### src/tmoc_pkg.sv
// Package of register offsets, field positions and reset values for the compare timer.
package tmoc_pkg;
   // ****************************************
   // Register map (byte addresses)
   // ****************************************
   localparam logic [7:0] TIMER_CTRL_OFS   = 8'h00;
   localparam logic [7:0] COUNTER_OFS      = 8'h04;
   localparam logic [7:0] MODULO_OFS       = 8'h08;
   localparam logic [7:0] CH_BASE_OFS      = 8'h10;
   localparam logic [7:0] CH_STRIDE        = 8'h08;
   localparam logic [7:0] CH_VALUE_SUB     = 8'h04;
   localparam int         NUM_CH           = 6;

   // ****************************************
   // Timer status and control fields
   // ****************************************
   localparam int OVF_FLAG_BIT  = 7;
   localparam int OVF_IE_BIT    = 6;
   localparam int STOP_BIT      = 5;
   localparam int RESET_BIT     = 4;
   localparam int PRESC_LSB     = 0;
   localparam int PRESC_W       = 3;

   // ****************************************
   // Channel status and control fields
   // ****************************************
   localparam int CH_FLAG_BIT   = 7;
   localparam int CH_IE_BIT     = 6;
   localparam int BUF_MODE_BIT  = 5;
   localparam int UNBUF_MODE_BIT = 4;
   localparam int ACT_HI_BIT    = 3;
   localparam int ACT_LO_BIT    = 2;
   localparam int TOV_BIT       = 1;
   localparam int FULL_DUTY_BIT = 0;

   // ****************************************
   // Reset values
   // ****************************************
   localparam logic [7:0]  TIMER_CTRL_RST = 8'h20;
   localparam logic [15:0] MODULO_RST     = 16'hffff;
   localparam logic [7:0]  CH_CTRL_RST    = 8'h00;
   localparam logic [15:0] CH_VALUE_RST   = 16'h0000;
endpackage

### src/tmoc_prescaler.sv
// Prescaler that turns the bus clock into a one-cycle counter tick enable.
`timescale 1ns/1ps
module tmoc_prescaler (
   // Clock and reset
   input  wire logic       pclk,
   input  wire logic       presetn,
   // Control
   input  wire logic       clear,
   input  wire logic       run,
   input  wire logic [2:0] sel,
   // Tick
   output logic            tick
);
   // Divider that runs with the timer; the tick fires when the low sel bits of the divider are all ones.
   logic [6:0] div_r;
   logic [6:0] mask;

   // Division by 2**sel, sel 0 giving a tick every cycle.
   always_comb begin
      mask = 7'((8'h01 << sel) - 8'h01);
   end

   // Divider counts only while the timer runs.
   always_ff @(posedge pclk or negedge presetn) begin
      if (!presetn) begin
         div_r <= 7'h00;
      end else if (clear) begin
         div_r <= 7'h00;
      end else if (run) begin
         div_r <= div_r + 7'h01;
      end
   end

   assign tick = run && !clear && ((div_r & mask) == mask);
endmodule

### src/tmoc_timer.sv
// Six-channel compare and PWM timer with APB register access.
//
// Added by the designer: the APB slave port and the register addresses.
`timescale 1ns/1ps
module tmoc_timer (
   // APB clock and reset
   input  wire logic        pclk,
   input  wire logic        presetn,
   // APB slave
   input  wire logic        psel,
   input  wire logic        penable,
   input  wire logic        pwrite,
   input  wire logic [7:0]  paddr,
   input  wire logic [31:0] pwdata,
   output logic [31:0]      prdata,
   output logic             pready,
   output logic             pslverr,
   // Channel pins
   output logic [5:0]       ch_pin_out,
   output logic [5:0]       ch_pin_oe,
   // Interrupt requests to the CPU
   output logic             overflow_irq,
   output logic [5:0]       channel_irq
);
   // ****************************************
   // State
   // ****************************************
   typedef struct packed {
      logic [7:0]       tctrl;
      logic [15:0]      count;
      logic [15:0]      modulo;
      logic [5:0][7:0]  chctl;
      logic [5:0][15:0] chval;
      logic [2:0]       odd_active;   // Per pair: odd value controls output.
      logic [2:0]       odd_pending;  // Per pair: odd value written, takes over at overflow.
      logic [2:0]       even_pending; // Per pair: even value written, takes over at overflow.
      logic [5:0]       pin;
      logic [5:0]       pin_oe;
      logic [31:0]      rdata;
      logic             ready;
      logic             ovf_irq;
      logic [5:0]       ch_irq;
   } tmoc_state_type;

   tmoc_state_type s_r;
   tmoc_state_type s_nxt;

   logic       tick;
   logic       ovf_ev;
   logic [5:0] match;
   logic [5:0] ch_en;
   logic       wr_acc;
   logic       rd_acc;
   logic       addr_ok;
   logic [2:0] ch_idx;
   logic       is_val;
   logic [7:0] ch_off;
   logic [15:0] count_nx;

   // ****************************************
   // Prescaler
   // ****************************************
   // Counter tick at the selected division of the bus clock.
   tmoc_prescaler u_presc (
      .pclk    (pclk),
      .presetn (presetn),
      .clear   (s_r.tctrl[tmoc_pkg::RESET_BIT]),
      .run     (!s_r.tctrl[tmoc_pkg::STOP_BIT]),
      .sel     (s_r.tctrl[tmoc_pkg::PRESC_LSB +: tmoc_pkg::PRESC_W]),
      .tick    (tick)
   );

   // ****************************************
   // Address decode and compare detection
   // ****************************************
   // Decode an APB access into a timer, modulo or channel register.
   always_comb begin
      wr_acc = psel && penable && pwrite && !s_r.ready;
      rd_acc = psel && penable && !pwrite && !s_r.ready;
      ch_off = paddr - tmoc_pkg::CH_BASE_OFS;
      ch_idx = 3'(ch_off >> 3);
      is_val = (ch_off[2:0] == tmoc_pkg::CH_VALUE_SUB[2:0]);
      addr_ok = (paddr[1:0] == 2'b00) && ((paddr == tmoc_pkg::TIMER_CTRL_OFS) ||
                (paddr == tmoc_pkg::COUNTER_OFS) || (paddr == tmoc_pkg::MODULO_OFS) ||
                ((paddr >= tmoc_pkg::CH_BASE_OFS) &&
                 (ch_off < 8'(tmoc_pkg::NUM_CH) * tmoc_pkg::CH_STRIDE)));
   end

   // Overflow when the counter sits at the modulo value on a tick.
   assign ovf_ev = tick && (s_r.count == s_r.modulo);

   // Value the counter moves to on a tick; a compare acts as the counter reaches it.
   assign count_nx = (s_r.count == s_r.modulo) ? 16'h0000 : s_r.count + 16'h0001;

   // Per-channel enable and equality compare, linked pairs using the active value.
   genvar g;
   generate
      for (g = 0; g < 6; g++) begin : g_cmp
         if (g % 2 == 0) begin : g_even
            logic [15:0] act_val;
            assign act_val = s_r.odd_active[g/2] && s_r.chctl[g][tmoc_pkg::BUF_MODE_BIT] ?
                             s_r.chval[g+1] : s_r.chval[g];
            assign ch_en[g] = s_r.chctl[g][tmoc_pkg::BUF_MODE_BIT] ||
                              s_r.chctl[g][tmoc_pkg::UNBUF_MODE_BIT];
            assign match[g] = tick && ch_en[g] && (count_nx == act_val);
         end else begin : g_odd
            // An odd channel is silent while its even partner links the pair.
            assign ch_en[g] = !s_r.chctl[g-1][tmoc_pkg::BUF_MODE_BIT] &&
                              s_r.chctl[g][tmoc_pkg::UNBUF_MODE_BIT];
            assign match[g] = tick && ch_en[g] && (count_nx == s_r.chval[g]);
         end
      end
   endgenerate

   // ****************************************
   // Next-state logic
   // ****************************************
   // Counter, flags, pin actions, pairing and register access in one pass.
   always_comb begin
      logic [1:0] act;
      logic       tov;
      logic       full;
      s_nxt = s_r;
      act = 2'b00;
      tov = 1'b0;
      full = 1'b0;

      // Counter wraps to zero on the tick after the modulo value.
      if (s_r.tctrl[tmoc_pkg::RESET_BIT]) begin
         s_nxt.count = 16'h0000;
         s_nxt.tctrl[tmoc_pkg::RESET_BIT] = 1'b0;
      end else if (ovf_ev) begin
         s_nxt.count = 16'h0000;
      end else if (tick) begin
         s_nxt.count = s_r.count + 16'h0001;
      end

      // Pair hand-over at overflow: the last written value takes control.
      for (int p = 0; p < 3; p++) begin
         if (!s_r.chctl[2*p][tmoc_pkg::BUF_MODE_BIT]) begin
            s_nxt.odd_active[p] = 1'b0;
            s_nxt.odd_pending[p] = 1'b0;
            s_nxt.even_pending[p] = 1'b0;
         end else if (ovf_ev) begin
            if (s_r.odd_pending[p]) begin
               s_nxt.odd_active[p] = 1'b1;
            end else if (s_r.even_pending[p]) begin
               s_nxt.odd_active[p] = 1'b0;
            end
            s_nxt.odd_pending[p] = 1'b0;
            s_nxt.even_pending[p] = 1'b0;
         end
      end

      // Pin actions and flags per channel; compare wins over overflow toggle.
      for (int c = 0; c < 6; c++) begin
         act  = s_r.chctl[c][tmoc_pkg::ACT_HI_BIT -: 2];
         tov  = s_r.chctl[c][tmoc_pkg::TOV_BIT];
         full = s_r.chctl[c][tmoc_pkg::FULL_DUTY_BIT];
         s_nxt.pin_oe[c] = ch_en[c] && (act != 2'b00);
         if (ch_en[c] && tov && ovf_ev) begin
            s_nxt.pin[c] = ~s_r.pin[c];
         end
         if (match[c]) begin
            s_nxt.chctl[c][tmoc_pkg::CH_FLAG_BIT] = 1'b1;
            unique case (act)
               2'b01:   s_nxt.pin[c] = ~s_r.pin[c];
               2'b10:   s_nxt.pin[c] = 1'b0;
               2'b11:   s_nxt.pin[c] = 1'b1;
               default: s_nxt.pin[c] = s_nxt.pin[c];
            endcase
         end
         // Full duty holds the pin at the level opposite the compare action.
         if (ch_en[c] && tov && full) begin
            s_nxt.pin[c] = (act == 2'b10);
         end
      end

      if (ovf_ev) begin
         s_nxt.tctrl[tmoc_pkg::OVF_FLAG_BIT] = 1'b1;
      end

      // APB access completes in one wait state; writes land at the access edge.
      s_nxt.ready = psel && penable && !s_r.ready;
      s_nxt.rdata = 32'h0000_0000;
      if (wr_acc && addr_ok) begin
         if (paddr == tmoc_pkg::TIMER_CTRL_OFS) begin
            // Flag is cleared by writing zero; a set in the same cycle wins.
            // Bit 3 holds no field and always reads as zero.
            s_nxt.tctrl[tmoc_pkg::OVF_IE_BIT:tmoc_pkg::RESET_BIT] =
               pwdata[tmoc_pkg::OVF_IE_BIT:tmoc_pkg::RESET_BIT];
            s_nxt.tctrl[tmoc_pkg::PRESC_LSB +: tmoc_pkg::PRESC_W] =
               pwdata[tmoc_pkg::PRESC_LSB +: tmoc_pkg::PRESC_W];
            if (!pwdata[tmoc_pkg::OVF_FLAG_BIT] && !ovf_ev) begin
               s_nxt.tctrl[tmoc_pkg::OVF_FLAG_BIT] = 1'b0;
            end
         end else if (paddr == tmoc_pkg::MODULO_OFS) begin
            s_nxt.modulo = pwdata[15:0];
         end else if (paddr == tmoc_pkg::COUNTER_OFS) begin
            s_nxt.count = s_nxt.count;
         end else if (is_val) begin
            s_nxt.chval[ch_idx] = pwdata[15:0];
            if (ch_idx[0]) begin
               s_nxt.odd_pending[ch_idx[2:1]] = 1'b1;
               s_nxt.even_pending[ch_idx[2:1]] = 1'b0;
            end else begin
               s_nxt.even_pending[ch_idx[2:1]] = 1'b1;
               s_nxt.odd_pending[ch_idx[2:1]] = 1'b0;
            end
         end else begin
            s_nxt.chctl[ch_idx][6:0] = pwdata[6:0];
            if (ch_idx[0]) begin
               s_nxt.chctl[ch_idx][tmoc_pkg::BUF_MODE_BIT] = 1'b0;
            end
            if (!pwdata[tmoc_pkg::CH_FLAG_BIT] && !match[ch_idx]) begin
               s_nxt.chctl[ch_idx][tmoc_pkg::CH_FLAG_BIT] = 1'b0;
            end
         end
      end
      if (rd_acc && addr_ok) begin
         if (paddr == tmoc_pkg::TIMER_CTRL_OFS) begin
            s_nxt.rdata = {24'h000000, s_r.tctrl};
         end else if (paddr == tmoc_pkg::COUNTER_OFS) begin
            s_nxt.rdata = {16'h0000, s_r.count};
         end else if (paddr == tmoc_pkg::MODULO_OFS) begin
            s_nxt.rdata = {16'h0000, s_r.modulo};
         end else if (is_val) begin
            s_nxt.rdata = {16'h0000, s_r.chval[ch_idx]};
         end else begin
            s_nxt.rdata = {24'h000000, s_r.chctl[ch_idx]};
         end
      end

      // Interrupt requests follow the enabled flags.
      s_nxt.ovf_irq = s_nxt.tctrl[tmoc_pkg::OVF_FLAG_BIT] &&
                      s_nxt.tctrl[tmoc_pkg::OVF_IE_BIT];
      for (int c = 0; c < 6; c++) begin
         s_nxt.ch_irq[c] = s_nxt.chctl[c][tmoc_pkg::CH_FLAG_BIT] &&
                           s_nxt.chctl[c][tmoc_pkg::CH_IE_BIT] && ch_en[c];
      end
   end

   // ****************************************
   // State register
   // ****************************************
   // All state but the prescaler divider is registered here; reset values are constants.
   always_ff @(posedge pclk or negedge presetn) begin
      if (!presetn) begin
         s_r.tctrl        <= tmoc_pkg::TIMER_CTRL_RST;
         s_r.count        <= 16'h0000;
         s_r.modulo       <= tmoc_pkg::MODULO_RST;
         s_r.chctl        <= {6{tmoc_pkg::CH_CTRL_RST}};
         s_r.chval        <= {6{tmoc_pkg::CH_VALUE_RST}};
         s_r.odd_active   <= 3'h0;
         s_r.odd_pending  <= 3'h0;
         s_r.even_pending <= 3'h0;
         s_r.pin          <= 6'h00;
         s_r.pin_oe       <= 6'h00;
         s_r.rdata        <= 32'h0000_0000;
         s_r.ready        <= 1'b0;
         s_r.ovf_irq      <= 1'b0;
         s_r.ch_irq       <= 6'h00;
      end else begin
         s_r <= s_nxt;
      end
   end

   // ****************************************
   // Outputs
   // ****************************************
   // Every output but pslverr, tied to zero, is a flip-flop of the state.
   assign prdata       = s_r.rdata;
   assign pready       = s_r.ready;
   assign pslverr      = 1'b0;
   assign ch_pin_out   = s_r.pin;
   assign ch_pin_oe    = s_r.pin_oe;
   assign overflow_irq = s_r.ovf_irq;
   assign channel_irq  = s_r.ch_irq;
endmodule

### config.mk
export PLATFORM = sky130hd
export DESIGN_NAME = tmoc_timer
export DESIGN_NICKNAME = d
export VERILOG_FILES = /design/src/tmoc_pkg.sv /design/src/tmoc_prescaler.sv /design/src/tmoc_timer.sv
export SDC_FILE = /design/constraint.sdc
export NUM_CORES = 1
export LEC_CHECK = 0
export ABC_AREA = 0
export BUFFER_PORTS_ARGS = -buffer_cell sky130_fd_sc_hd__buf_2
export CORE_MARGIN = 8
export CORE_UTILIZATION = 35
export DETAILED_ROUTE_END_ITERATION = 6
export GPL_TIMING_DRIVEN = 1
export HOLD_SLACK_MARGIN = 0.08
export PLACE_DENSITY = 0.51
export SLEW_MARGIN = 20
export SYNTH_ARGS = -nofsm -noshare
export SYNTH_HDL_FRONTEND = slang
export SYNTH_SLANG_ARGS = --single-unit
### constraint.sdc
create_clock -name pclk -period 5.15 [get_ports pclk]
set_input_delay 1.03 -clock pclk [delete_from_list [all_inputs] [get_ports pclk]]
set_output_delay 1.03 -clock pclk [all_outputs]
set_load 0.1 [all_outputs]
==> metrics.yaml <==
placement:
  place_inst: 2064
  place_hpwl_mm: 38.0
  place_congestion: 0.930
  io_buffers: 64
critical_path:
  worstSetupPathType: "flip-flop to flip-flop"
  endpoint_kind: "flip-flop"
  crit_fanout: 12
  cp.required_ns: 5.65
  r2r_cells: 10
  cp-endpoint: "channel_irq[2]"
  arrival_ns: 4.81
  cp-start-kind: "flip-flop"
  ff2ff_setup_slack_ns: 0.84
  r2r-end: "channel_irq[2]"
  startpoint: "s_r[226]"
  rr_startpoint: "s_r[226]"
timing:
  period_share_pct: 83.7
  setup_viol: 0
  layout_min_cycle_time_ns: 4.31
  relSlewSlack_pct: 30.9
  skew_ns: 0.0262
  finalHoldViolCount: 0
  fin_setup_tns_ns: 0
  rsz0062_at_grt: "no"
  timing.fmax_mhz: 232
  tightest_slew_ns: 1.03
  slew_viol_final: 0
routing:
  dr.pass1.iters: 7
  num_vias: 12200
  via_per_inst: 5.75
  drt-initial-drc-count: 1024
  wl_per_cell_um: 24.6
  drt-total-wl_mm: 52.0
  drc: 1
  postRouteAntennaNets: 0
logic_synthesis:
  seq_area_frac_synth_pct: 38.7
  netlist_instances: 1507
  syn_area_per_cell_sq_um: 10.1
  synthArstFlopShare_pct: 100
  synth_top_cell_by_area: "dfrtp_1"
  synth_common_cells: "dfrtp_1, mux2_2, nand2_1"
  ys_types: 85
  synth_top_flop_cell: "dfrtp_1"
  yosysMostFrequentCell: "dfrtp_1"
  synth_area_leaders: "dfrtp_1, mux2_2, mux4_2, nand2_1, mux2i_1"
  ys_ff_latch: 235
  yosysTopAreaCellShare_pct: 35.7
  synth_edf_count: 0
  ys_warn_count: 0
  synthesis.area_sq_mm: 0.0153
global_route:
  grt_pass1_wl_mm: 78.9
  track_usage_pct: 20.3
  grt_max_degree: 149
  grtUsageMet1_pct: 27.0
  met3_usage_pct: 3.22
  grt_pass1_vias: 12100
  grt.met2_usage_pct: 33.5
  grt_busiest_layer: "met2"
  overflow: 0
  antenna_found_initial: 1
clock_network:
  path_clk_slew_ns: 0.06
  cts_made_buffers: 28
  ctsHtreeMaxLevel: 1
  ctsHoldBuffers: 0
  clkSinkCount: 235
  post-cts-setup-buffers: 0
  cts_buffer_depth: 3
  post_cts_resize_count: 0
  clkLatencyLatePin_ns: 0.58
  cts_tree: "yes"
  clock-root-buffer: "clkbuf_16"
run_status:
  status: "complete, but fails checks"
  violations: "DRC"
layout:
  drive_gt1_share_pct: 25.5
  antenna_cells: 0
  syn_to_final_growth_pct: 10.5
  final_util_pct: 39.2
  stdcell_count: 2114
  final_nets: 1561
power_and_ir_drop:
  leakagePower_nw: 7.64
  power.density_mw_per_mm2: 282
  peakVddDrop_uv: 193
hold_path:
  hp-class: "primary input to async pin"
die:
  initial_utilization_pct: 35.4
  die-area_sq_mm: 0.0506
  ios: 98
  placementRows: 76
  die_w_um: 225
  coreArea_sq_mm: 0.0431
  die_h_um: 225
flow_run:
  cap_violations: 0
## worst max-delay path, stage by stage (launching register included)
cell	delay, ns
dfrtp_1	0.74
nand4_4	0.42
nor4_2	0.65
xor2_1	0.47
nand2_1	0.30
xnor2_1	0.24
nor4_1	0.29
and4b_1	0.47
a32oi_1	0.21
and3_1	0.27
nor3_2	0.17
## final cells by class
cell class | count | area [sq um]
Clock buffer | 41 | 820
Clock inverter | 9 | 101
Fill cell | 4263 | 26200
Inverter | 15 | 56.3
Multi-Input combinational cell | 1123 | 8570
Sequential cell | 235 | 5900
Tap cell | 585 | 732
Timing Repair Buffer | 106 | 686
## cell families (layout without fill, tap and decap cells)
kind of cell	after synthesis	count (layout)	share of synthesized area [%]
fa+ha+maj	7	7	0.574
xor+xnor	84	84	5.55
mux	240	240	19.7
flops	235	235	38.7
compound gates	290	290	12.9
buf+inv	165	171	5.66
other cells	1	17	0.0246
simple gates	485	485	17.0
## worst min path at each step
stage	from	to	slack, ns	depth (start not counted)
2_1_floorplan	s_r[170]	s_r[170]	0.45	1
3_3_place_gp	pready	pready	0.45	1
3_5_place_dp	pready	pready	0.45	1
4_1_cts	presetn	async pin	0.25	1
5_1_grt	presetn	async pin	0.26	1
6_report	presetn	async pin	0.27	1
## report_power, final
group / internal, mW / switching (mW)
combinational: 0.232 / 0.614
clock: 1.15 / 0.817
sequential: 1.89 / 0.0496
## per-layer routing
| layer | vias up | routed length (um) |
|---|---|---|
| met1 | 6156 | 22400 |
| met5 | - | 0 |
| met2 | 398 | 24800 |
| li1 | 5519 | - |
| met4 | 0 | 1500 |
| met3 | 88 | 3300 |
## per-stage QoR
step	total power, mW	instance area (sq um)	hold WS, ns	setup slack, ns
floorplan	2.53	15300	0.448	1.28
global placement	2.80	15900	0.451	0.853
detailed placement	2.81	15900	0.452	0.826
CTS	4.80	16900	0.250	0.898
global route	4.95	16900	0.256	0.604
finish	4.76	16900	0.271	0.839
## placed cells by master, fill, tap and decap left out, types with 18 or more instances in the layout
master / Yosys / layout
xor2_1: 21 / 21
mux2i_1: 50 / 50
dfrtp_1: 218 / 218
nand3_1: 56 / 56
mux2_2: 158 / 158
nor2_1: 86 / 86
nand2_1: 140 / 140
mux4_2: 32 / 32
o211ai_1: 22 / 22
xnor2_1: 54 / 54
nor3_1: 31 / 30
buf_2: 25 / 62
a21oi_1: 43 / 43
a211oi_1: 20 / 20
nand4_1: 22 / 22
o21ai_0: 74 / 74
and2_1: 18 / 18
clkbuf_16: 0 / 28
buf_4: 55 / 40
Power figures use the tool's default switching activity.
